$ cat src/hdl/cplp_pkg.sv
// Purpose: shared constants and types for the coprocessor latch port
// Assumes: one 10 MHz clock; host strobes are asynchronous pins
// Notes:   no software-visible registers; flags are ports
package cplp_pkg;
    localparam int          DATA_W         = 16;
    localparam int          BYTE_W         = 8;
    localparam int          PORT_ADDR_W    = 3;
    localparam int          NUM_GP_PORTS   = 6;
    localparam logic [2:0]  PORT_FIVE_ADDRESS = 3'h5;
    localparam logic [2:0]  PORT_ZERO_ADDRESS = 3'h0;
    localparam int          CLEAR_FLAG_BIT = 0;
    localparam logic [15:0] DATA_RESET     = 16'h0000;
    localparam int          CLK_PERIOD_NS  = 100;
    localparam int          INSTR_CYCLES_TO_CLEAR = 4;
    // one instruction cycle taken as one system clock
    localparam int          CLEAR_GAP_CYC  = INSTR_CYCLES_TO_CLEAR;
    localparam logic [2:0]  GAP_ONE        = 3'h1;
    localparam logic [2:0]  GAP_ZERO       = 3'h0;

    typedef struct packed {
        logic rd_n;
        logic wr_n;
        logic byte_select;
    } cplp_strobe_t;

    typedef struct packed {
        logic                 rd;
        logic                 wr;
        logic [2:0]           addr;
        logic [DATA_W-1:0]    wdata;
    } cplp_cpu_req_t;

    typedef enum logic [0:0] {
        CPLP_MODE_COPROC,
        CPLP_MODE_MICRO
    } cplp_mode_t;
endpackage

$ cat src/hdl/cplp_sync.sv
// Purpose: two-stage synchroniser for a packed strobe group
// Assumes: inputs asynchronous to clk_sys_i
// Notes:   first stage read only by the second stage
module cplp_sync
    import cplp_pkg::*;
(
    input  wire logic          clk_sys_i,
    input  wire logic          rst_b_i,
    input  wire cplp_strobe_t  async_i,
    output cplp_strobe_t       sync_o
);
    cplp_strobe_t stage1;

    // strobes idle high, so reset to inactive
    always_ff @(posedge clk_sys_i) begin
        if (!rst_b_i) begin
            stage1 <= '{rd_n: 1'b1, wr_n: 1'b1, byte_select: 1'b0};
            sync_o <= '{rd_n: 1'b1, wr_n: 1'b1, byte_select: 1'b0};
        end else begin
            stage1 <= async_i;
            sync_o <= stage1;
        end
    end
endmodule

$ cat src/hdl/cplp_edge.sv
// Purpose: rising-edge detector with delayed level
// Assumes: input already synchronised
// Notes:   pulse lasts one clock
module cplp_edge (
    input  wire logic clk_sys_i,
    input  wire logic rst_b_i,
    input  wire logic level_i,
    output logic      rise_o
);
    logic level_d;

    always_ff @(posedge clk_sys_i) begin
        if (!rst_b_i) begin
            level_d <= 1'b1;
        end else begin
            level_d <= level_i;
        end
    end

    assign rise_o = level_i && !level_d;
endmodule

$ cat src/hdl/cplp_top.sv
// Purpose: latched parallel coprocessor port between a host and the core
// Assumes: host strobes asynchronous; core side synchronous to clk_sys_i
// Notes:   receive/transmit latches, status pins, interrupt and empty flag
//          mode pins and width select are static straps, and the read data
//          path follows the live read strobe, so neither is synchronised;
//          changing them in the middle of a transfer is not supported
// Summary of operation
// core reaches the latch only as port 5: read receive, write transmit
// both mode pins tied equal by the board: low coprocessor, high micro
// microcomputer mode: data lines serve six parallel 16-bit ports instead
// coprocessor mode latched; width select one gives 16-bit, zero 8-bit
// host exchange is asynchronous, strobes and status pins only
// board drives nothing on the interrupt and empty-flag pins
// only byte-select-low transfers touch interrupt or empty flag
// interrupt held until port read; flag clear waits four cycles after read
// core read clears the receive latch; later reads return zero
// host data lines float except while read strobe low, then transmit data
// 16-bit host keeps byte select low on every transfer
// host write strobe low raises receive latch status
// 16-bit: all sixteen lines captured when write strobe rises
// after capture the receive interrupt is raised, setting the flag
// core read clears latch, drops receive status, withdraws interrupt
// host read strobe low raises transmit status; data driven until high
// after host read empty flag drops; core write lowers status, raises flag
// 8-bit width uses only the low eight host data lines; code still drives the high eight low during host reads
// 8-bit host sends high byte first, then low byte
// high-byte write latches low lines into receive bits 15..8
// low-byte write raises status, latches bits 7..0, then interrupts
// 8-bit read: high byte with select high, low byte with select low
// writing one to bit 0 at port 0 clears the interrupt flag
// host strobes pass a two-flop synchroniser before updating flags
module cplp_top
    import cplp_pkg::*;
(
    input  wire logic              clk_sys_i,
    input  wire logic              rst_b_i,
    // mode pins
    input  wire logic              program_mode_pin_i,
    input  wire logic              microcomputer_mode_pin_i,
    input  wire logic              port_width_select_i,
    // host side
    input  wire logic              host_rd_n_i,
    input  wire logic              host_wr_n_i,
    input  wire logic              byte_select_i,
    input  wire logic [DATA_W-1:0] host_data_lines_i,
    output logic [DATA_W-1:0]      host_data_lines_o,
    output logic                   host_data_lines_oe_o,
    output logic                   rx_latch_status_o,
    output logic                   tx_latch_status_o,
    // core side
    input  wire cplp_cpu_req_t     cpu_req_i,
    output logic [DATA_W-1:0]      cpu_rdata_o,
    output logic                   rx_interrupt_request_o,
    output logic                   rx_interrupt_flag_o,
    output logic                   tx_empty_branch_flag_o,
    // microcomputer mode general ports
    output logic [DATA_W-1:0]      gp_port_data_o,
    output logic [PORT_ADDR_W-1:0] gp_port_addr_o,
    output logic                   gp_port_wr_o,
    output logic                   coproc_mode_o
);
    // --------------------------------------------------------------
    // mode and strobe conditioning
    // --------------------------------------------------------------
    cplp_strobe_t strobe_async;
    cplp_strobe_t strobe_sync;
    logic         coproc_mode;
    logic         wr_rise;
    logic         rd_rise;
    logic         rd_active;
    logic [DATA_W-1:0] rx_latch;
    logic [DATA_W-1:0] tx_latch;
    logic         cpu_rd_p5;
    logic         cpu_wr_p5;
    logic         cpu_wr_p0;
    logic [2:0]   gap_cnt;
    logic         rx_pending;
    logic         lo_sel;
    logic [DATA_W-1:0] data_meta;
    logic [DATA_W-1:0] data_sync;
    logic         lo_wr_rise;
    logic         lo_rd_rise;
    logic         rx_status_set;
    logic         tx_status_set;

    assign strobe_async = '{rd_n: host_rd_n_i, wr_n: host_wr_n_i,
                            byte_select: byte_select_i};

    // pins assumed equal; either low selects coprocessor
    assign coproc_mode   = !(program_mode_pin_i && microcomputer_mode_pin_i);
    assign coproc_mode_o = coproc_mode;

    // two-flop synchroniser
    cplp_sync u_sync (
        .clk_sys_i (clk_sys_i),
        .rst_b_i   (rst_b_i),
        .async_i   (strobe_async),
        .sync_o    (strobe_sync)
    );

    cplp_edge u_wr_edge (
        .clk_sys_i (clk_sys_i),
        .rst_b_i   (rst_b_i),
        .level_i   (strobe_sync.wr_n),
        .rise_o    (wr_rise)
    );

    cplp_edge u_rd_edge (
        .clk_sys_i (clk_sys_i),
        .rst_b_i   (rst_b_i),
        .level_i   (strobe_sync.rd_n),
        .rise_o    (rd_rise)
    );

    // host keeps select low in 16-bit mode
    assign lo_sel    = !strobe_sync.byte_select || port_width_select_i;
    assign rd_active = coproc_mode && !host_rd_n_i;

    // only low-lane transfers reach status, interrupt and empty flag
    assign lo_wr_rise    = coproc_mode && wr_rise && lo_sel;
    assign lo_rd_rise    = coproc_mode && rd_rise && lo_sel;
    assign rx_status_set = coproc_mode && !strobe_sync.wr_n && lo_sel;
    assign tx_status_set = coproc_mode && !strobe_sync.rd_n && lo_sel;

    // --------------------------------------------------------------
    // host data synchroniser
    // --------------------------------------------------------------
    // data stays steady around the strobe, so the strobe edge is the
    // handshake and a per-bit two-flop stage cannot tear a word
    always_ff @(posedge clk_sys_i) begin
        if (!rst_b_i) begin
            data_meta <= DATA_RESET;
            data_sync <= DATA_RESET;
        end else begin
            data_meta <= host_data_lines_i;
            data_sync <= data_meta;
        end
    end

    // --------------------------------------------------------------
    // core port decode
    // --------------------------------------------------------------
    // one address compare shared by the port five and port zero decodes
    function automatic logic port_hit(input cplp_cpu_req_t req,
                                      input logic [2:0]    addr);
        return req.addr == addr;
    endfunction

    // only port five reaches the latch
    assign cpu_rd_p5 = coproc_mode && cpu_req_i.rd && port_hit(cpu_req_i, PORT_FIVE_ADDRESS);
    assign cpu_wr_p5 = coproc_mode && cpu_req_i.wr && port_hit(cpu_req_i, PORT_FIVE_ADDRESS);
    assign cpu_wr_p0 = cpu_req_i.wr && port_hit(cpu_req_i, PORT_ZERO_ADDRESS);

    // --------------------------------------------------------------
    // receive latch
    // --------------------------------------------------------------
    // data taken from the synchronised lines at the strobe edge; the host
    // must hold data a few clocks past its strobe for a clean capture
    always_ff @(posedge clk_sys_i) begin
        if (!rst_b_i) begin
            rx_latch <= DATA_RESET;
        end else if (coproc_mode && wr_rise) begin
            if (port_width_select_i) begin
                // full word capture
                rx_latch <= data_sync;
            end else if (strobe_sync.byte_select) begin
                // high byte from low lines
                rx_latch[DATA_W-1:BYTE_W] <= data_sync[BYTE_W-1:0];
            end else begin
                // low byte from low lines
                rx_latch[BYTE_W-1:0] <= data_sync[BYTE_W-1:0];
            end
        end else if (cpu_rd_p5) begin
            // read empties the latch
            rx_latch <= DATA_RESET;
        end
    end

    // --------------------------------------------------------------
    // receive status and interrupt
    // --------------------------------------------------------------
    // status high on write strobe low, low after core read
    always_ff @(posedge clk_sys_i) begin
        if (!rst_b_i) begin
            rx_latch_status_o <= 1'b0;
        end else if (rx_status_set) begin
            rx_latch_status_o <= 1'b1;
        end else if (cpu_rd_p5) begin
            rx_latch_status_o <= 1'b0;
        end
    end

    // interrupt after low-byte capture; read withdraws it
    always_ff @(posedge clk_sys_i) begin
        if (!rst_b_i) begin
            rx_pending <= 1'b0;
        end else if (lo_wr_rise) begin
            rx_pending <= 1'b1;
        end else if (cpu_rd_p5) begin
            rx_pending <= 1'b0;
        end
    end
    assign rx_interrupt_request_o = rx_pending;

    // gap counter from read to earliest clear
    always_ff @(posedge clk_sys_i) begin
        if (!rst_b_i) begin
            gap_cnt <= GAP_ZERO;
        end else if (cpu_rd_p5) begin
            gap_cnt <= 3'(CLEAR_GAP_CYC);
        end else if (gap_cnt != GAP_ZERO) begin
            gap_cnt <= gap_cnt - GAP_ONE;
        end
    end

    // clear only after read and gap; set wins over clear
    always_ff @(posedge clk_sys_i) begin
        if (!rst_b_i) begin
            rx_interrupt_flag_o <= 1'b0;
        end else if (lo_wr_rise) begin
            rx_interrupt_flag_o <= 1'b1;
        end else if (cpu_wr_p0 && cpu_req_i.wdata[CLEAR_FLAG_BIT]
                     && !rx_pending && gap_cnt == GAP_ZERO) begin
            rx_interrupt_flag_o <= 1'b0;
        end
    end

    // --------------------------------------------------------------
    // transmit latch, status and empty flag
    // --------------------------------------------------------------
    // core output to port five loads transmit latch
    always_ff @(posedge clk_sys_i) begin
        if (!rst_b_i) begin
            tx_latch <= DATA_RESET;
        end else if (cpu_wr_p5) begin
            tx_latch <= cpu_req_i.wdata;
        end
    end

    // status high on low-select read, low on core write;
    // a read in flight wins so the host never misses its own access
    always_ff @(posedge clk_sys_i) begin
        if (!rst_b_i) begin
            tx_latch_status_o <= 1'b0;
        end else if (tx_status_set) begin
            tx_latch_status_o <= 1'b1;
        end else if (cpu_wr_p5) begin
            tx_latch_status_o <= 1'b0;
        end
    end

    // flag low after low-byte read ends; core write restores
    always_ff @(posedge clk_sys_i) begin
        if (!rst_b_i) begin
            tx_empty_branch_flag_o <= 1'b1;
        end else if (lo_rd_rise) begin
            tx_empty_branch_flag_o <= 1'b0;
        end else if (cpu_wr_p5) begin
            tx_empty_branch_flag_o <= 1'b1;
        end
    end

    // --------------------------------------------------------------
    // host data drive
    // --------------------------------------------------------------
    // drive only while read strobe low; combinational so the
    // asynchronous host sees data without waiting on the clock
    always_comb begin
        host_data_lines_oe_o = rd_active;
        host_data_lines_o    = DATA_RESET;
        if (rd_active) begin
            if (port_width_select_i) begin
                // full word
                host_data_lines_o = tx_latch;
            end else if (byte_select_i) begin
                // high byte on low lines
                host_data_lines_o[BYTE_W-1:0] = tx_latch[DATA_W-1:BYTE_W];
            end else begin
                // low byte on low lines
                host_data_lines_o[BYTE_W-1:0] = tx_latch[BYTE_W-1:0];
            end
        end
    end

    // --------------------------------------------------------------
    // core read data and microcomputer-mode ports
    // --------------------------------------------------------------
    always_ff @(posedge clk_sys_i) begin
        if (!rst_b_i) begin
            cpu_rdata_o <= DATA_RESET;
        end else if (cpu_rd_p5) begin
            cpu_rdata_o <= rx_latch;
        end
    end

    // microcomputer mode: writes go to the general ports
    always_ff @(posedge clk_sys_i) begin
        if (!rst_b_i) begin
            gp_port_wr_o <= 1'b0;
        end else begin
            gp_port_wr_o <= !coproc_mode && cpu_req_i.wr
                            && (cpu_req_i.addr < 3'(NUM_GP_PORTS));
        end
    end

    // data and address change on every microcomputer-mode write, strobed or not
    always_ff @(posedge clk_sys_i) begin
        if (!rst_b_i) begin
            gp_port_data_o <= DATA_RESET;
            gp_port_addr_o <= PORT_ZERO_ADDRESS;
        end else if (!coproc_mode && cpu_req_i.wr) begin
            gp_port_data_o <= cpu_req_i.wdata;
            gp_port_addr_o <= cpu_req_i.addr;
        end
    end
endmodule

$ cat config.mk
export PLATFORM = sky130hd
export DESIGN_NAME = cplp_top
export DESIGN_NICKNAME = d
export VERILOG_FILES = /design/src/hdl/cplp_pkg.sv /design/src/hdl/cplp_sync.sv /design/src/hdl/cplp_edge.sv /design/src/hdl/cplp_top.sv
export SDC_FILE = /design/constraint.sdc
export NUM_CORES = 1
export LEC_CHECK = 0
export BUFFER_PORTS_ARGS = -buffer_cell sky130_fd_sc_hd__buf_2
export CELL_PAD_IN_SITES_DETAIL_PLACEMENT = 1
export CELL_PAD_IN_SITES_GLOBAL_PLACEMENT = 2
export CORE_MARGIN = 2
export CORE_UTILIZATION = 34
export DETAILED_ROUTE_END_ITERATION = 10
export PLACE_DENSITY = 0.93
export SYNTH_ARGS = -nofsm -noshare
export SYNTH_HDL_FRONTEND = slang
export SYNTH_HIERARCHICAL = 1
export SYNTH_SLANG_ARGS = --single-unit
export TNS_END_PERCENT = 50
$ cat constraint.sdc
create_clock -name clk_sys_i -period 2.2 [get_ports clk_sys_i]
set_clock_uncertainty 0.05 [all_clocks]
set_input_delay 0.22 -clock clk_sys_i [delete_from_list [all_inputs] [get_ports clk_sys_i]]
set_output_delay 0.22 -clock clk_sys_i [all_outputs]
set_load 0.01 [all_outputs]
==> results.cfg <==
[place]
gp_congestion = 0.806
place_inst = 700
port_buffers = 103
hpwl_um = 7510

[setup_path]
r2r_slack_ns = 0.68
cp_common_cell = buf_2
cp_data_arrival_time_ns = 1.65
cp_cell_sequence = dlygate4sd3_1, buf_2, nand2b_1, inv_2, and3_1, buf_2
critPathKind = in2out
path_max_fanout = 9
worst_path_max_delay_cell = dlygate4sd3_1
startpoint = host_rd_n_i
cpPeakStageDelay_ns = 0.53
path_delay_family = buffers and inverters
cp-end-kind = primary output
worst-path-buf-inv = 4
reg2regPathDepth = 4
crit_cells = 6
cp.required_ns = 1.93
r2r-end = rx_latch[7]$_SDFFE_PN0P_
rr_startpoint = u_sync/sync_o[1]$_SDFF_PN1_
crit_path_end = host_data_lines_o[9]
startpoint_type = primary input

[logic_synthesis]
synth_fp_nets = 503
synth_top_area_cell = dfxtp_1
postSynthCellCount = 455
async_flop_share_pct = 0
yosys_warnings = 6
syn_area_um2 = 4240
yosysMostFrequentCell = dfxtp_1
post_synth_num_cell_types = 39
netlist_top_cells_area = dfxtp_1 55%, nand2_1 7.2%, and2_1 5.0%
synth_seq_cells = 116
synth_top_area_share_pct = 54.8
avgSynthCellArea_um2 = 9.31
synthFlopType = dfxtp_1
synth_edf_count = 0
ys_seq_area_share_pct = 54.8
synth_common_cells = 116 x dfxtp_1, 81 x nand2_1, 37 x o21ai_0, 36 x nand3_1, 34 x and2_1

[cts]
hold_buffers = 21
cts_setup_buffers = 0
cts_tree = done
clkTransAtPathRegs_ns = 0.05
clock_path_buffers = 2
cts_buffers = 17
cts_resized = 0
clkLatencyLatePin_ns = 0.40
cts_root_buffer = clkbuf_16
cts.sinks = 116
h-tree-depth = 4

[cells_and_area]
fin_nets = 620
instances_no_fill = 753
area_growth_syn_to_layout_pct = 36.0
diodes = 0
drive_gt1_share_pct = 27.0

[hold_path]
hp-class = in2reg
hold-path-cell-count = 2

[sta]
slew_headroom_pct = 48.4
setup-tns-final_ns = 0
setup_viol = 0
finalCriticalPeriod_ns = 1.92
maxSlewViolCount = 0
grt_setup_unrepaired = no
worstMarginPinSlew_ns = 0.771
fin_crit_sh_pct = 87.3
hold_viol = 0
fmax_mhz = 521

[detailed_routing]
finalWirelength_um = 10700
wl_per_cell_um = 14.2
drcViolationCount = 0
drt_iter0_markers = 152
vias = 3513
dr.pass1.iters = 5
ant_nets = 0
via_per_inst = 4.67

[grt]
grt_first_pass_wirelength_um = 17200
grt_max_degree = 64
antenna_found_initial = 0
track_usage_pct = 16.6
grt_overflow_total = 0
grt_pass1_vias = 3593

[floorplanning]
die-height_um = 116
die-area_um2 = 13400
rows = 40
io_pins = 104
die_w_um = 116
start_util_pct = 35.1
core_um2 = 12100

[pwr]
p_leak_nw = 2.49
power-per-cell-area_nw_per_um2 = 980
peakVddDrop_mv = 0.616

[outcome]
outcome = finished clean

[flow_run]
timing.max_cap.violations = 0
-- area by class of cell --
type | count | area, um2
clock buffer | 19 | 453
timing repair buffer | 130 | 786
fill | 1380 | 6300
sequential | 116 | 2320
inverter | 5 | 18.8
tap | 168 | 210
multi-input combinational | 302 | 1750
clock inverter | 13 | 218
-- per-layer routing --
layer | GRT usage, % | wire length (um)
met5 | 0 | 0
met2 | 29.5 | 5360
met3 | 4.13 | 481
met1 | 19.1 | 4680
met4 | 6.83 | 177
-- worst reg2reg max path, cell delays in order, from the launching register on --
cell     delay [ns]
dfxtp_1        0.35
nor2b_4        0.33
nand3_2        0.26
o21ai_2        0.24
mux2i_1        0.22
-- stage by stage --
stage	hold WS, ns	setup slack [ns]	utilization, %	power [mW]	area (um2)
2_1_floorplan	0.243	0.882	-	2.45	4240
3_3_place_gp	0.347	0.659	40.4	2.56	4880
3_5_place_dp	0.345	0.573	40.4	2.58	4880
4_1_cts	0.000644	0.286	47.7	5.70	5760
5_1_grt	0.0197	0.127	47.7	5.85	5760
6_report	0.0120	0.280	47.7	5.64	5760
-- sequential cells by signal (all words and copies together), names as in the netlist --
| register | cells |
|---|---|
| tx_empty_branch_flag_o | 1 |
| gp_port_addr_o | 3 |
| u_sync/sync_o | 3 |
| u_sync/stage1 | 3 |
| cpu_rdata_o | 16 |
| tx_latch | 16 |
| gap_cnt | 3 |
| rx_interrupt_request_o | 1 |
| u_wr_edge/level_d | 1 |
| gp_port_data_o | 16 |
| rx_interrupt_flag_o | 1 |
| rx_latch_status_o | 1 |
| gp_port_wr_o | 1 |
| rx_latch | 16 |
| data_meta | 16 |
| data_sync | 16 |
| u_rd_edge/level_d | 1 |
| tx_latch_status_o | 1 |
-- worst min path at each step --
| stage | end | from | slack (ns) |
|---|---|---|---|
| after floorplan | u_sync/stage1[1]$_SDFF_PN1_ | rst_b_i | 0.24 |
| after global placement | u_sync/sync_o[2]$_SDFF_PN1_ | u_sync/stage1[2]$_SDFF_PN1_ | 0.35 |
| after detailed placement | u_sync/sync_o[1]$_SDFF_PN1_ | u_sync/stage1[1]$_SDFF_PN1_ | 0.35 |
| after CTS | tx_latch[11]$_SDFFE_PN0P_ | cpu_req_i[11] | 0.0006 |
| after global routing | u_sync/stage1[0]$_SDFF_PN0_ | byte_select_i | 0.02 |
| final | u_sync/stage1[0]$_SDFF_PN0_ | byte_select_i | 0.01 |
-- logic make-up (layout without fill, tap and decap cells) --
| group | Yosys count | in the layout | share of synthesized area, % |
|---|---|---|---|
| AO/OA/AOI/OAI | 78 | 78 | 11.3 |
| XOR/XNOR | 1 | 1 | 0.207 |
| adder cells (fa/ha/maj) | 3 | 3 | 0.886 |
| buffers and inverters | 37 | 167 | 3.81 |
| flip-flops | 116 | 116 | 54.8 |
| multiplexers | 24 | 24 | 5.76 |
| AND/OR/NAND/NOR | 196 | 196 | 23.2 |
-- cell usage in the layout (no fill, tap or decap), drive strengths merged, types with 7 or more instances in the layout --
| master | Yosys | layout |
|---|---|---|
| mux2i | 21 | 21 |
| a21boi | 22 | 22 |
| and3 | 10 | 10 |
| nand2 | 82 | 82 |
| buf | 20 | 109 |
| nor2 | 11 | 11 |
| clkbuf | 12 | 19 |
| inv | 5 | 9 |
| o21ai | 40 | 40 |
| and2 | 34 | 34 |
| dfxtp | 116 | 116 |
| nand3 | 37 | 37 |
| dlygate4sd3 | 0 | 21 |
| o22ai | 7 | 7 |
| nand2b | 8 | 8 |
-- report_power, final --
group	switching, mW	internal, mW	total (mW)
clock	0.992	2.09	3.08
combinational	0.198	0.163	0.361
sequential	0.0321	2.17	2.20
total	1.22	4.42	5.64
(Power assumes the default switching activity.)
